File: src/slc_pkg.sv
// Constants shared by the serial line console unit
package slc_pkg;
  // Clock and line timing
  localparam int unsigned CLK_HZ       = 50_000_000;
  localparam int unsigned CLK_PERIOD_NS = 20;
  localparam int unsigned BAUD_DEF     = 9600;
  localparam int unsigned CLKS_PER_BIT_DEF = CLK_HZ / BAUD_DEF;
  localparam int unsigned BREAK_BITS   = 11;
  localparam int unsigned DATA_BITS    = 8;
  // Bus address layout
  localparam int unsigned ADDR_W       = 22;
  localparam int unsigned NARROW_W     = 18;
  localparam logic [3:0]  IO_TOP_22    = 4'hF;
  localparam logic [17:0] CONSOLE_BASE = 18'h3FF70;
  localparam logic [17:0] UNIT0_BASE   = 18'h3FD40;
  localparam logic [17:0] UNIT_STEP    = 18'h00008;
  // Register offsets inside one unit
  localparam logic [2:0]  OFF_RCSR     = 3'h0;
  localparam logic [2:0]  OFF_RBUF     = 3'h2;
  localparam logic [2:0]  OFF_TRANSMIT_STATUS_REG     = 3'h4;
  localparam logic [2:0]  OFF_TRANSMIT_HOLDING_BYTE     = 3'h6;
  // Field positions
  localparam int unsigned TRANSMIT_STATUS_REG_RDY_BIT = 7;
  localparam int unsigned TRANSMIT_STATUS_REG_IE_BIT  = 6;
  localparam int unsigned TRANSMIT_STATUS_REG_BRK_BIT = 0;
  localparam int unsigned RBUF_BRK_BIT = 11;
  // Vectors
  localparam logic [8:0]  VEC_CONSOLE  = 9'h030;
  localparam logic [8:0]  VEC_U0_DEF   = 9'h0C0;
  localparam logic [8:0]  VEC_U1_DEF   = 9'h0C8;
  localparam logic [8:0]  VEC_STEP     = 9'h008;
  // Reset values
  localparam logic [7:0]  HOLD_RST     = 8'h00;
  localparam logic [7:0]  BYTE_ZERO    = 8'h00;
  // Transmit shifter states
  typedef enum logic [3:0] {
    SLC_TX_IDLE  = 4'b0001,
    SLC_TX_START = 4'b0010,
    SLC_TX_DATA  = 4'b0100,
    SLC_TX_STOP  = 4'b1000
  } slc_tx_state_e;
endpackage

File: src/slc_console_unit.sv
// Console serial line unit: transmit path, break detect and strap logic
//
// Function
// - Holding write stores byte, clears ready
// - Empty shifter and ready clear loads byte
// - Ready sets when byte enters shifter
// - Holding read returns byte, no side effect
// - Holding byte cleared at power-up
// - Console strap fixes address and vector
// - Without console strap, straps give addresses
// - Halt strap without reboot strap: received break halts processor
// - No halt strap: break never halts
// - Reboot strap without halt strap: break pulls power-good low
// - Width strap picks 22 or 18 bits
// - Ready and enable request an interrupt
// - Space for eleven bit times flags break
// - Break control holds output at space
`timescale 1ns/100ps
module slc_console_unit
  import slc_pkg::*;
#(
  parameter int unsigned CLKS_PER_BIT = CLKS_PER_BIT_DEF
) (
  // Clock and reset
  input  wire logic              core_clk,
  input  wire logic              srst,
  // Host bus register access
  input  wire logic [ADDR_W-1:0] bus_addr,
  input  wire logic              bus_rd,
  input  wire logic              bus_wr,
  input  wire logic [15:0]       bus_wdata,
  output logic      [15:0]       bus_rdata,
  output logic                   bus_reply,
  output logic                   irq_req,
  // Straps
  input  wire logic              console_strap,
  input  wire logic              halt_strap,
  input  wire logic              break_reboot_strap,
  input  wire logic              address_width_strap,
  input  wire logic [2:0]        unit_addr_strap,
  input  wire logic [4:0]        vector_strap,
  // Serial line
  input  wire logic              rx_serial,
  output logic                   tx_serial,
  // System actions and resolved map
  output logic                   halt_req,
  output logic                   dc_power_good_line_out,
  output logic                   dc_power_good_line_oe,
  output logic      [17:0]       unit0_base,
  output logic      [8:0]        unit0_vector,
  output logic      [17:0]       console_base,
  output logic      [8:0]        console_vector
);
  localparam int unsigned STRAP_W = 12;
  localparam logic [31:0] BIT_LAST = 32'(CLKS_PER_BIT - 1);
  localparam logic [31:0] BREAK_CYC = 32'(BREAK_BITS * CLKS_PER_BIT);
  localparam logic [2:0]  BIT_IDX_LAST = 3'(DATA_BITS - 1);

  logic [STRAP_W-1:0] strap_meta_reg, strap_reg;
  logic               rx_meta_reg, rx_reg;
  logic [7:0]         hold_reg, shift_reg;
  logic               ready_reg, ie_reg, brk_ctl_reg;
  logic               tx_line_reg, tx_line_next;
  slc_tx_state_e      tx_state_reg, tx_state_next;
  logic [31:0]        bit_cnt_reg;
  logic [2:0]         bit_idx_reg;
  logic [31:0]        brk_cnt_reg;
  logic               rx_brk_reg;
  logic [15:0]        rdata_reg;
  logic               reply_reg, halt_reg, reboot_reg;
  logic [17:0]        u0_base_reg, con_base_reg;
  logic [8:0]         u0_vec_reg, con_vec_reg;

  // Synchronised straps
  wire s_console = strap_reg[11];
  wire s_halt    = strap_reg[10];
  wire s_reboot  = strap_reg[9];
  wire s_large   = strap_reg[8];
  wire [2:0] s_usel = strap_reg[7:5];
  wire [4:0] s_vsel = strap_reg[4:0];

  // Address and vector selection from straps
  wire [17:0] u0_base_w  = UNIT0_BASE + {12'h000, s_usel, 3'h0};
  wire [17:0] u1_base_w  = u0_base_w + UNIT_STEP;
  wire [17:0] con_base_w = s_console ? CONSOLE_BASE : u1_base_w;
  wire [8:0]  vsel_vec   = {1'b0, s_vsel, 3'h0};
  wire [8:0]  u0_vec_w   = (s_vsel == 5'h00) ? VEC_U0_DEF : vsel_vec;
  wire [8:0]  u1_vec_w   = (s_vsel == 5'h00) ? VEC_U1_DEF : vsel_vec + VEC_STEP;
  wire [8:0]  con_vec_w  = s_console ? VEC_CONSOLE : u1_vec_w;

  // Address decode: 22 bits need the top nibble of the I/O page too
  wire top_ok   = !s_large || (bus_addr[21:18] == IO_TOP_22);
  wire unit_hit = top_ok && (bus_addr[17:3] == con_base_reg[17:3]);
  wire [2:0] off = bus_addr[2:0];
  wire hit_rcsr = unit_hit && (off == OFF_RCSR);
  wire hit_rbuf = unit_hit && (off == OFF_RBUF);
  wire hit_transmit_status_reg = unit_hit && (off == OFF_TRANSMIT_STATUS_REG);
  wire hit_transmit_holding_byte = unit_hit && (off == OFF_TRANSMIT_HOLDING_BYTE);
  wire wr_transmit_holding_byte  = bus_wr && hit_transmit_holding_byte;
  wire wr_transmit_status_reg  = bus_wr && hit_transmit_status_reg;
  wire any_hit  = hit_rcsr || hit_rbuf || hit_transmit_status_reg || hit_transmit_holding_byte;

  // Read data mux
  wire [15:0] transmit_status_reg_val = {8'h00, ready_reg, ie_reg, 5'h00, brk_ctl_reg};
  wire [15:0] rbuf_val = {4'h0, rx_brk_reg, 11'h000};
  wire [15:0] rd_mux   = hit_transmit_holding_byte ? {BYTE_ZERO, hold_reg} :
                         hit_transmit_status_reg ? transmit_status_reg_val :
                         hit_rbuf ? rbuf_val : 16'h0000;

  // Shifter load when empty and a byte is pending
  wire load = (tx_state_reg == SLC_TX_IDLE) && !ready_reg;
  wire bit_end = (bit_cnt_reg == BIT_LAST);

  // Break actions resolved against the exclusive straps
  wire halt_act   = s_halt && !s_reboot && rx_brk_reg;
  wire reboot_act = s_reboot && !s_halt && rx_brk_reg;

  // Strap and line synchronisers
  always_ff @(posedge core_clk) begin
    strap_meta_reg <= {console_strap, halt_strap, break_reboot_strap, address_width_strap,
                       unit_addr_strap, vector_strap};
    strap_reg      <= strap_meta_reg;
    rx_meta_reg    <= rx_serial;
    rx_reg         <= rx_meta_reg;
  end

  // Resolved map registers
  always_ff @(posedge core_clk) begin
    u0_base_reg  <= u0_base_w;
    u0_vec_reg   <= u0_vec_w;
    con_base_reg <= con_base_w;
    con_vec_reg  <= con_vec_w;
  end

  // Host registers; a write racing a load clears ready so the new byte follows
  always_ff @(posedge core_clk) begin
    if (srst) begin
      hold_reg    <= HOLD_RST;
      ready_reg   <= 1'b1;
      ie_reg      <= 1'b0;
      brk_ctl_reg <= 1'b0;
    end else begin
      if (wr_transmit_holding_byte) hold_reg <= bus_wdata[7:0];
      if (wr_transmit_holding_byte) ready_reg <= 1'b0;
      else if (load) ready_reg <= 1'b1;
      if (wr_transmit_status_reg) begin
        ie_reg      <= bus_wdata[TRANSMIT_STATUS_REG_IE_BIT];
        brk_ctl_reg <= bus_wdata[TRANSMIT_STATUS_REG_BRK_BIT];
      end
    end
  end

  // Bus answer one cycle after the strobe
  always_ff @(posedge core_clk) begin
    if (srst) begin
      reply_reg <= 1'b0;
      rdata_reg <= 16'h0000;
    end else begin
      reply_reg <= (bus_rd || bus_wr) && any_hit;
      if (bus_rd && any_hit) rdata_reg <= rd_mux;
    end
  end

  // Transmit shifter next state
  always_comb begin
    tx_state_next = tx_state_reg;
    tx_line_next  = 1'b1;
    case (tx_state_reg)
      SLC_TX_IDLE: begin
        if (load) tx_state_next = SLC_TX_START;
      end
      SLC_TX_START: begin
        tx_line_next = 1'b0;
        if (bit_end) tx_state_next = SLC_TX_DATA;
      end
      SLC_TX_DATA: begin
        tx_line_next = shift_reg[0];
        if (bit_end && bit_idx_reg == BIT_IDX_LAST) tx_state_next = SLC_TX_STOP;
      end
      SLC_TX_STOP: begin
        if (bit_end) tx_state_next = SLC_TX_IDLE;
      end
      default: tx_state_next = SLC_TX_IDLE;
    endcase
    if (tx_state_next == SLC_TX_START) tx_line_next = 1'b0;
    if (brk_ctl_reg) tx_line_next = 1'b0;
  end

  // Transmit shifter registers
  always_ff @(posedge core_clk) begin
    if (srst) begin
      tx_state_reg <= SLC_TX_IDLE;
      tx_line_reg  <= 1'b1;
      shift_reg    <= BYTE_ZERO;
      bit_cnt_reg  <= 32'h0000_0000;
      bit_idx_reg  <= 3'h0;
    end else begin
      tx_state_reg <= tx_state_next;
      tx_line_reg  <= tx_line_next;
      if (load) shift_reg <= hold_reg;
      else if (tx_state_reg == SLC_TX_DATA && bit_end) shift_reg <= {1'b0, shift_reg[7:1]};
      if (load || bit_end) bit_cnt_reg <= {31'h0000_0000, load}; // Start bit leaves on load
      else if (tx_state_reg != SLC_TX_IDLE) bit_cnt_reg <= bit_cnt_reg + 32'h0000_0001;
      if (load) bit_idx_reg <= 3'h0;
      else if (tx_state_reg == SLC_TX_DATA && bit_end) bit_idx_reg <= bit_idx_reg + 3'h1;
    end
  end

  // Break detect: space held for eleven bit times, cleared on mark
  always_ff @(posedge core_clk) begin
    if (srst) begin
      brk_cnt_reg <= 32'h0000_0000;
      rx_brk_reg  <= 1'b0;
    end else if (rx_reg) begin
      brk_cnt_reg <= 32'h0000_0000;
      rx_brk_reg  <= 1'b0;
    end else if (brk_cnt_reg != BREAK_CYC) begin
      brk_cnt_reg <= brk_cnt_reg + 32'h0000_0001;
    end else begin
      rx_brk_reg  <= 1'b1;
    end
  end

  // Halt and reboot action registers
  always_ff @(posedge core_clk) begin
    if (srst) begin
      halt_reg   <= 1'b0;
      reboot_reg <= 1'b0;
    end else begin
      halt_reg   <= halt_act;
      reboot_reg <= reboot_act;
    end
  end

  // Outputs
  assign bus_rdata              = rdata_reg;
  assign bus_reply              = reply_reg;
  assign irq_req                = ie_reg && ready_reg;
  assign tx_serial              = tx_line_reg;
  assign halt_req               = halt_reg;
  assign dc_power_good_line_out = 1'b0;
  assign dc_power_good_line_oe  = reboot_reg;
  assign unit0_base             = u0_base_reg;
  assign unit0_vector           = u0_vec_reg;
  assign console_base           = con_base_reg;
  assign console_vector         = con_vec_reg;

  // Checks
  a_write_clears_rdy: assert property (@(posedge core_clk) disable iff (srst)
    wr_transmit_holding_byte |=> !ready_reg && hold_reg == $past(bus_wdata[7:0]))
    else $error("holding write did not clear ready");
  a_load_sets_rdy: assert property (@(posedge core_clk) disable iff (srst)
    load && !wr_transmit_holding_byte |=> ready_reg && shift_reg == $past(hold_reg)
      && tx_state_reg == SLC_TX_START)
    else $error("load did not set ready");
  a_pending_loads: assert property (@(posedge core_clk) disable iff (srst)
    tx_state_reg == SLC_TX_IDLE && !ready_reg |=> tx_state_reg == SLC_TX_START)
    else $error("pending byte not loaded");
  a_transmit_holding_byte_readback: assert property (@(posedge core_clk) disable iff (srst)
    bus_rd && hit_transmit_holding_byte && !bus_wr |=> bus_reply && bus_rdata == {BYTE_ZERO, $past(hold_reg)}
      && ready_reg == $past(ready_reg))
    else $error("holding read wrong");
  a_reset_hold: assert property (@(posedge core_clk)
    srst |=> hold_reg == HOLD_RST && ready_reg)
    else $error("holding byte not cleared");
  a_console_map: assert property (@(posedge core_clk) disable iff (srst)
    s_console |=> console_base == CONSOLE_BASE && console_vector == VEC_CONSOLE)
    else $error("console map wrong");
  a_strap_map: assert property (@(posedge core_clk) disable iff (srst)
    !s_console |=> console_base == unit0_base + UNIT_STEP)
    else $error("strap map wrong");
  a_halt_on_break: assert property (@(posedge core_clk) disable iff (srst)
    s_halt && !s_reboot && rx_brk_reg |=> halt_req)
    else $error("break did not halt");
  a_no_halt: assert property (@(posedge core_clk) disable iff (srst)
    !$past(s_halt) |-> !halt_req)
    else $error("halt without strap");
  a_reboot_line: assert property (@(posedge core_clk) disable iff (srst)
    s_reboot && !s_halt && rx_brk_reg |=> dc_power_good_line_oe && !dc_power_good_line_out)
    else $error("reboot not driven");
  a_narrow_decode: assert property (@(posedge core_clk) disable iff (srst)
    !s_large && bus_rd && bus_addr[17:3] == con_base_reg[17:3] |=> bus_reply)
    else $error("18-bit decode missed");
  a_irq_level: assert property (@(posedge core_clk) disable iff (srst)
    $rose(ready_reg) && ie_reg |-> irq_req)
    else $error("interrupt missing");
  a_break_time: assert property (@(posedge core_clk) disable iff (srst)
    $rose(rx_brk_reg) |-> $past(brk_cnt_reg) == BREAK_CYC && !$past(rx_reg))
    else $error("break flagged early");
  a_break_space: assert property (@(posedge core_clk) disable iff (srst)
    brk_ctl_reg |=> !tx_serial)
    else $error("break control not space");
  a_start_bit: assert property (@(posedge core_clk) disable iff (srst)
    tx_state_reg == SLC_TX_IDLE && load |=> !tx_serial)
    else $error("no start bit");
  a_exclusive: assert property (@(posedge core_clk) disable iff (srst)
    s_halt && s_reboot |=> !halt_req && !dc_power_good_line_oe)
    else $error("both break actions");
endmodule

File: config.mk
export PLATFORM = sky130hd
export DESIGN_NAME = slc_console_unit
export DESIGN_NICKNAME = d
export VERILOG_FILES = /design/src/slc_pkg.sv /design/src/slc_console_unit.sv
export SDC_FILE = /design/constraint.sdc
export NUM_CORES = 1
export LEC_CHECK = 0
export BUFFER_PORTS_ARGS = -buffer_cell sky130_fd_sc_hd__buf_2
export CORE_MARGIN = 2
export CORE_UTILIZATION = 45
export CTS_BUF_LIST = sky130_fd_sc_hd__clkbuf_4
export CTS_CLUSTER_DIAMETER = 120
export DETAILED_ROUTE_END_ITERATION = 16
export GPL_ROUTABILITY_DRIVEN = 0
export PLACE_DENSITY = 0.68
export SKIP_LAST_GASP = 1
export SLEW_MARGIN = 5
export SYNTH_ARGS = -nofsm -noshare
export SYNTH_HDL_FRONTEND = slang
export SYNTH_SLANG_ARGS = --single-unit
File: constraint.sdc
create_clock -name core_clk -period 2.5 [get_ports core_clk]
set_input_delay 0.25 -clock core_clk [delete_from_list [all_inputs] [get_ports core_clk]]
set_output_delay 0.25 -clock core_clk [all_outputs]
set_load 0.01 [all_outputs]
==> flow_metrics.tcl, run 1 <==
set metrics [dict create \
    cts-root-buf "clkbuf_4" \
    cts_buffer_depth 2 \
    start_util_pct 46.03 \
    leakagePower_nw 2.810 \
    yosysSeqAreaShare_pct 47.18 \
    min_path_type "in -> reg" \
    fin_crit_ns 2.334 \
    reg2reg_depth 7 \
    track_usage_pct 18.52 \
    slew_headroom_pct 60.37 \
    fin_skew_ns 0.02034 \
    yosys_warnings 0 \
    num_io_pins 131 \
    cp_slowest_stage_delay_ns 0.58 \
    crit_end "hold_reg[6]" \
    start_kind "flip-flop" \
    dp_cells 931 \
    vias 5103 \
    yosysUniqueCellTypes 52 \
    antenna_found_initial 1 \
    post_cts_buffers 0 \
    final_cell_mix "dfxtp_1, buf_2, nor2_1, nand4_1, conb_1" \
    fin_crit_sh_pct 93.37 \
    slew_violations 0 \
    rows 43 \
    critPathTopFamily "buffers and inverters" \
    drc 0 \
    worst_setup_path_end_kind "flip-flop" \
    h-tree-depth 4 \
    final_nets 861 \
    whs_path_depth 5 \
    crit_cells 7 \
    wl_per_cell_um 13.29 \
    tightest_slew_ns 0.5944 \
    postSynthAreaPerCell_um2 9.251 \
    via_per_inst 5.149 \
    area_delta_synth_final_pct 15.45 \
    worstReg2RegStart "console_base[7]" \
    drive_gt1_share_pct 18.27 \
    ir_drop_v 0.0005361 \
    cts.reportedPaths.clkPinSlew_ns 0.14 \
    grt_pass1_wl_um 22220 \
    setup_viol 0 \
    rsz0062_at_grt "false" \
    seqCellArea_um2 3003 \
    multi_input_area_um2 3022 \
    cts_tree "yes" \
    finalNonFillerCells 991 \
    status "completed" \
    synth-seq-cells 150 \
    crit_type "reg -> reg" \
    grt_overflow_total 0 \
    cap_violations 0 \
    powerDensity_nw_per_um2 549.7 \
    drt_first_iter_violations 290 \
    reg2reg_to "hold_reg[6]" \
    fin_tns_setup_ns 0 \
    dp_hpwl_um 9485 \
    grt_max_degree 34 \
    num-fill-cells 1249 \
    syn_inst 688 \
    rrSetupSlack_ns 0.17 \
    startpoint "console_base[7]" \
    final_common_cell "dfxtp_1" \
    cp.required_ns 2.98 \
    drt_pass1_iterations 5 \
    dieWidth_um 122.9 \
    clock_latency_ns 0.54 \
    portBuffers 80 \
    grt_pass1_vias 4939 \
    ant_nets 0 \
    cp_max_fo 19 \
    core_um2 13830 \
    slowest_stage "dlygate4sd3_1" \
    wl_um 13180 \
    fmax_ghz 0.4284 \
    synth_area_um2 6365 \
    cts.sink_count 150 \
    cts_inserted_buffers 17 \
    crit_buf_inv 2 \
    die_h_um 122.9 \
    arrival_ns 2.81 \
    die_area_um2 15110 \
    worstPathCellList "nor2b_1, a2111oi_2, and4_1, buf_4, nand4_1, dlygate4sd3_1, a21oi_1" \
    hold_violations 0 \
]
power by group:
| part | switching [mW] | total, mW | internal (mW) |
|---|---|---|---|
| Combinational | 0.129 | 0.224 | 0.0947 |
| Clock | 0.924 | 1.36 | 0.435 |
| Sequential | 0.0235 | 2.46 | 2.43 |
| Total | 1.08 | 4.04 | 2.96 |
worst reg2reg max path, cell delays in order (launching register included):
cell           delay [ns]
dfxtp_1              0.37
nor2b_1              0.16
a2111oi_2            0.42
and4_1               0.27
buf_4                0.22
nand4_1              0.12
dlygate4sd3_1        0.58
a21oi_1              0.13
worst min path at each step:
stage,startpoint,to,slack [ns]
final,bus_addr[10],bus_reply,0.07
after CTS,bus_wr,hold_reg[1],0.004
after floorplan,rx_serial,rx_meta_reg,0.28
after global placement,rx_meta_reg,rx_reg,0.31
after global routing,bus_wr,hold_reg[1],0.04
after detailed placement,strap_meta_reg[1],strap_reg[1],0.31
layout make-up:
type / instances / area share [%]
antenna: 1 / 0.03405
clock buffer: 18 / 1.839
clock inverter: 14 / 1.601
timing repair buffer: 122 / 10.66
inverter: 16 / 0.8173
multi-input combinational: 490 / 41.12
tap: 180 / 3.065
sequential: 150 / 40.86
timing repair:
item	CTS	global route
endpoints found under the setup margin	0	1
resized for setup	0	2
hold buffers	27	0
hold endpoints to repair	28	0
cell usage after synthesis (all sizes together):
cell	count	area share (%)
a2111oi	3	0.45
a22oi	1	0.12
a211oi	7	0.83
nand2	28	1.7
o211ai	2	0.24
xor2	37	5.1
or3	8	0.79
or4	2	0.29
mux2	4	0.71
ha	9	1.8
nor4	21	2.2
o21ai	15	1.2
a21boi	1	0.12
o31ai	12	1.4
clkbuf	22	1.3
nor2	79	4.7
nand3	27	2.2
nand4	42	4.1
dfxtp	150	47
nor4b	5	0.69
buf	50	5.7
nand2b	6	0.59
and3	5	0.49
nand4b	2	0.28
a21oi	32	2.5
conb	2	0.12
and4	12	1.7
and2	6	0.59
nor4bb	2	0.31
inv	16	0.94
nor2b	9	0.88
nor3	16	1.4
mux2i	11	1.7
xnor2	26	3.6
o21bai	1	0.12
or4b	2	0.31
or2	7	0.69
nand3b	1	0.12
or3b	2	0.31
and3b	1	0.14
nor3b	2	0.24
a21o	2	0.24
routing by layer:
| metal | share of wire [%] | GRT usage [%] |
|---|---|---|
| met1 | 43 | 22.24 |
| met2 | 50 | 31.63 |
| met3 | 4.4 | 4.889 |
| met4 | 1.9 | 7.112 |
| met5 | 0 | 0 |
stage by stage:
| stage | instance area (µm²) | total power, mW | hold slack, ns | util, % | worst slack, ns |
|---|---|---|---|---|---|
| 2_1_floorplan | 6515 | 2.667 | 0.2777 | - | 0.7169 |
| 3_3_place_gp | 6813 | 2.690 | 0.3109 | 49.27 | 0.5420 |
| 3_5_place_dp | 6813 | 2.697 | 0.3128 | 49.27 | 0.4882 |
| 4_1_cts | 7336 | 4.089 | 0.003998 | 53.05 | 0.1418 |
| 5_1_grt | 7348 | 4.228 | 0.03709 | 53.14 | 0.02927 |
| 6_report | 7348 | 4.040 | 0.07106 | 53.14 | 0.1657 |
kinds of logic after synthesis:
group / Yosys count / share of synthesized area [%]
buffers and inverters: 88 / 7.962
XOR/XNOR: 63 / 8.669
other: 2 / 0.1180
flip-flops: 150 / 47.18
multiplexers: 15 / 2.438
adder cells (fa/ha/maj): 9 / 1.769
AND/OR/NAND/NOR: 285 / 24.65
AO/OA/AOI/OAI: 76 / 7.214
Power figures use the tool's default switching activity.
==> run 2, diff against run 1 <==
--- a/config.mk
+++ b/config.mk
@@ -12,6 +12,7 @@
 export CTS_CLUSTER_DIAMETER = 120
 export DETAILED_ROUTE_END_ITERATION = 16
 export GPL_ROUTABILITY_DRIVEN = 0
+export MAX_ROUTING_LAYER = met4
 export PLACE_DENSITY = 0.68
 export SKIP_LAST_GASP = 1
 export SLEW_MARGIN = 5
==> run 2 against run 1 <==
Effect of this change:
- die area stayed put
- flip-flop and latch count stayed put
- largest power group unchanged
- clock-buffer cell count did not move
- utilization unchanged
- combinational power about the same
- via count down 0.78%
- critical endpoint unchanged
- register-to-register slack hardly changed
- critical path depth unchanged
- clock power hardly changed
- power hardly changed
- non-clock buffer count did not move
- highest routed layer unchanged
==> flow_metrics.tcl, run 2 (synthesis results as in run 1) <==
set metrics [dict create \
    dieWidth_um 122.9 \
    p_switching_mw 1.077 \
    clock_latency_ns 0.55 \
    fin_crit_ns 2.332 \
    reg2reg_depth 7 \
    cts.sink_count 150 \
    final_util_pct 53.14 \
    grt_pass1_wl_um 22200 \
    h-tree-depth 4 \
    hold_violations 0 \
    seqCellArea_um2 3003 \
    holdWs_ns 0.06682 \
    drive_gt1_share_pct 18.27 \
    fin_tns_setup_ns 0 \
    drt_first_iter_violations 307 \
    switching_share_pct 26.66 \
    portBuffers 80 \
    multi_input_area_um2 3022 \
    wl_um 13190 \
    grt_max_degree 34 \
    drt_pass1_iterations 4 \
    wl_per_cell_um 13.30 \
    final_common_cell "dfxtp_1" \
    final_cell_mix "dfxtp_1, buf_2, nor2_1, nand4_1, conb_1" \
    p_int_mw 2.962 \
    highest_layer "met4" \
    p_clk_share_pct 33.7 \
    tightest_slew_ns 0.5955 \
    ant_nets 0 \
    cp.required_ns 2.98 \
    worst_setup_path_end_kind "flip-flop" \
    combPwrFrac_pct 5.5 \
    cts-root-buf "clkbuf_4" \
    start_util_pct 46.03 \
    core_um2 13830 \
    status "completed" \
    ir_drop_v 0.0005372 \
    cts.reportedPaths.clkPinSlew_ns 0.14 \
    grt_pass1_vias 4945 \
    met1_length_um 5768 \
    crit_type "reg -> reg" \
    min_path_type "in -> reg" \
    cap_violations 0 \
    slew_headroom_pct 60.30 \
    cts_buffer_depth 2 \
    via_per_inst 5.109 \
    fmax_ghz 0.4288 \
    reg2reg_to "hold_reg[6]" \
    die_h_um 122.9 \
    setup_viol 0 \
    die_area_um2 15110 \
    post_cts_buffers 0 \
    start_kind "flip-flop" \
    dp_hpwl_um 9485 \
    cts_tree "yes" \
    area_delta_synth_final_pct 15.45 \
    slew_violations 0 \
    drc 0 \
    powerDensity_nw_per_um2 549.7 \
    startpoint "console_base[7]" \
    num_io_pins 131 \
    rows 43 \
    hold_start "bus_addr[10]" \
    leakagePower_nw 2.810 \
    rsz0062_at_grt "false" \
    track_usage_pct 19.04 \
    crit_end "hold_reg[6]" \
    wl_met2_um 6757 \
    seqPwrFrac_pct 60.8 \
    cts_inserted_buffers 17 \
    rrSetupSlack_ns 0.17 \
    dr_wl_met3_um 502 \
    cp_max_fo 19 \
    antenna_found_initial 1 \
    final_nets 861 \
    grt_overflow_total 0 \
    vias 5063 \
    arrival_ns 2.81 \
    fin_skew_ns 0.02187 \
    num-fill-cells 1249 \
    worstReg2RegStart "console_base[7]" \
    fin_crit_sh_pct 93.28 \
]
run 2: cell counts in the layout (fill, tap and decap cells not counted):
Identical to the previous run, type by type.
run 2: layer usage:
| layer | vias to the layer above | track usage [%] |
|---|---|---|
| met5 | - | - |
| met2 | 110 | 31.70 |
| met4 | 0 | 7.112 |
| met3 | 14 | 4.797 |
| li1 | 2556 | - |
| met1 | 2383 | 22.18 |
run 2: area by class of cell:
cell class                      count  share of cell area (%)
Antenna cell                        1                 0.03405
Clock buffer                       18                   1.839
Clock inverter                     14                   1.601
Inverter                           16                  0.8173
Multi-Input combinational cell    490                   41.12
Sequential cell                   150                   40.86
Tap cell                          180                   3.065
Timing Repair Buffer              122                   10.66
run 2: worst min path at each step:
stage,to,cells after the start
after floorplan,rx_meta_reg,0
after global placement,rx_reg,0
after detailed placement,strap_reg[1],0
after CTS,hold_reg[1],3
after global routing,hold_reg[1],3
final,bus_reply,5
run 2: critical path: stages (launching register included):
cell and delay, ns:
dfxtp_1 0.37, nor2b_1 0.16, a2111oi_2 0.42, and4_1 0.27, buf_4 0.22, nand4_1 0.12, dlygate4sd3_1 0.58, a21oi_1 0.13
run 2: what timing repair did:
item | in CTS | in global routing
endpoints found under the setup margin | 0 | 1
resized for setup | 0 | 2
hold buffers | 27 | 0
endpoints found under the hold margin | 28 | 0
run 2: through the flow:
stage | instances | cell area, µm² | worst slack, ns | total power [mW]
2_1_floorplan | 728 | 6515 | 0.7169 | 2.667
3_3_place_gp | 931 | 6813 | 0.5420 | 2.690
3_5_place_dp | 931 | 6813 | 0.4882 | 2.697
4_1_cts | 990 | 7336 | 0.1418 | 4.089
5_1_grt | 991 | 7348 | 0.02879 | 4.230
6_report | 991 | 7348 | 0.1680 | 4.039
run 2: power by group through the flow:
stage	clock network [mW]	logic (mW)	registers (mW)
6_report	1.36	0.224	2.46
3_3_place_gp	0	0.183	2.51
2_1_floorplan	0	0.155	2.51
3_5_place_dp	0	0.188	2.51
5_1_grt	1.52	0.250	2.46
4_1_cts	1.41	0.219	2.46
==> run 3, diff against run 2 <==
--- a/config.mk
+++ b/config.mk
@@ -13,7 +13,7 @@
 export DETAILED_ROUTE_END_ITERATION = 16
 export GPL_ROUTABILITY_DRIVEN = 0
 export MAX_ROUTING_LAYER = met4
-export PLACE_DENSITY = 0.68
+export PLACE_DENSITY = 0.7
 export SKIP_LAST_GASP = 1
 export SLEW_MARGIN = 5
 export SYNTH_ARGS = -nofsm -noshare
==> constraint.sdc (replaced) <==
create_clock -name core_clk -period 2.09 [get_ports core_clk]
set_input_delay 0.209 -clock core_clk [delete_from_list [all_inputs] [get_ports core_clk]]
set_output_delay 0.209 -clock core_clk [all_outputs]
set_load 0.01 [all_outputs]
==> run 3 against run 2 <==
Effect of this change:
- utilization increased by 1.2 points
- worst hold slack got worse by 0.013 ns
- worst setup slack lost 0.052 ns
- final cell count up 1.0%
- largest cell class unchanged
==> flow_metrics.tcl, run 3 (synthesis results as in run 1) <==
set metrics [dict create \
    area_delta_synth_final_pct 18.10 \
    portBuffers 80 \
    fin_crit_ns 1.974 \
    cts_inserted_buffers 17 \
    cts_buffer_depth 2 \
    cts_tree "yes" \
    grt_pass1_vias 4726 \
    num_io_pins 131 \
    arrival_ns 2.43 \
    combPwrFrac_pct 5.3 \
    final_common_cell "dfxtp_1" \
    cts.reportedPaths.clkPinSlew_ns 0.14 \
    vias 4976 \
    slew_headroom_pct 57.29 \
    p_int_mw 3.812 \
    worstReg2RegStart "console_base[6]" \
    wl_per_cell_um 13.05 \
    via_per_inst 4.971 \
    cts.sink_count 150 \
    fmax_ghz 0.5066 \
    rsz0062_at_grt "false" \
    core_um2 13830 \
    final_cell_mix "dfxtp_1, buf_2, nor2_1, nand4_1, conb_1" \
    drive_gt1_share_pct 19.02 \
    min_path_type "in -> reg" \
    startpoint "bus_addr[8]" \
    track_usage_pct 19.03 \
    drt_pass1_iterations 4 \
    wl_um 13060 \
    setup_viol 0 \
    p_switching_mw 1.385 \
    rrSetupSlack_ns 0.14 \
    clock_latency_ns 0.56 \
    grt_pass1_wl_um 22080 \
    fin_crit_sh_pct 94.45 \
    tightest_slew_ns 0.6407 \
    switching_share_pct 26.65 \
    grt_max_degree 34 \
    start_kind "primary input" \
    powerDensity_nw_per_um2 691.4 \
    final_nets 871 \
    cap_violations 0 \
    status "completed" \
    h-tree-depth 4 \
    seqPwrFrac_pct 56.5 \
    p_clk_share_pct 38.2 \
    crit_type "in -> reg" \
    antenna_found_initial 1 \
    die_area_um2 15110 \
    start_util_pct 46.03 \
    hold_start "bus_addr[0]" \
    dpl-instance-area_um2 6878 \
    grt_overflow_total 0 \
    reg2reg_to "bus_reply" \
    dieWidth_um 122.9 \
    slew_violations 0 \
    die_h_um 122.9 \
    leakagePower_nw 2.892 \
    ir_drop_v 0.0009428 \
    drc 0 \
    rows 43 \
    fin_tns_setup_ns 0 \
    crit_end "hold_reg[5]" \
    reg2reg_depth 5 \
    cp.required_ns 2.54 \
    fin_area_um2 7517 \
    ant_nets 0 \
    worst_setup_path_end_kind "flip-flop" \
    hold_violations 0 \
    cp_max_fo 20 \
    dp_hpwl_um 8848 \
    cts-root-buf "clkbuf_4" \
    fin_skew_ns 0.02638 \
    drt_first_iter_violations 321 \
]
==> run 3: power groups by stage <==
stage	logic, mW	registers [mW]	clock network [mW]
floorplan	0.185	3.01	0
global placement	0.222	3.00	0
detailed placement	0.225	3.00	0
CTS	0.266	2.94	2.04
global route	0.302	2.95	2.17
finish	0.274	2.94	1.99
==> run 3: metal layers <==
metal | global-route usage [%] | up-vias | wire length (µm)
li1 | - | 2584 | -
met1 | 24.36 | 2277 | 6286
met2 | 29.25 | 102 | 6082
met3 | 4.336 | 13 | 535
met4 | 7.471 | 0 | 159
met5 | - | - | 0
==> run 3: worst min path at each step <==
stage | endpoint | cells past startpoint
floorplan | rx_meta_reg | 0
global placement | strap_reg[2] | 0
detailed placement | strap_reg[10] | 0
CTS | bus_reply | 5
global route | bus_reply | 5
finish | bus_reply | 5
==> run 3: area by class of cell <==
cell class	count	area [µm²]
timing repair buffer	132	875.8
fill	1229	6310
inverter	16	60.06
multi-input combinational	490	3017
sequential	150	3003
tap	180	225.2
clock buffer	17	127.6
clock inverter	15	206.4
antenna	1	2.502
==> run 3: through the flow <==
stage / utilization, % / setup slack, ns / power, mW / instances / hold slack (ns)
global placement: 49.74 / 0.1979 / 3.222 / 938 / 0.3101
floorplan: - / 0.3069 / 3.190 / 728 / 0.2367
detailed placement: 49.74 / 0.1551 / 3.225 / 938 / 0.3121
CTS: 54.26 / 0.08209 / 5.244 / 999 / 0.005627
finish: 54.37 / 0.1160 / 5.197 / 1001 / 0.05346
global route: 54.37 / 0.01242 / 5.422 / 1001 / 0.02099
==> run 3: timing repair <==
| action | CTS | global route |
|---|---|---|
| gates resized for setup | 0 | 1 |
| hold buffers | 29 | 0 |
| setup buffers | 0 | 1 |
| endpoints found under the setup margin | 0 | 40 |
| hold endpoints to repair | 33 | 0 |
==> run 3: worst max-delay path, cell delays in order <==
cell and delay [ns]:
dlygate4sd3_1 0.55, buf_2 0.11, nand4_1 0.05, dlygate4sd3_1 0.56, nor2_1 0.20, nand4_1 0.14
buf_4 0.25, o31ai_1 0.27, a21oi_1 0.09
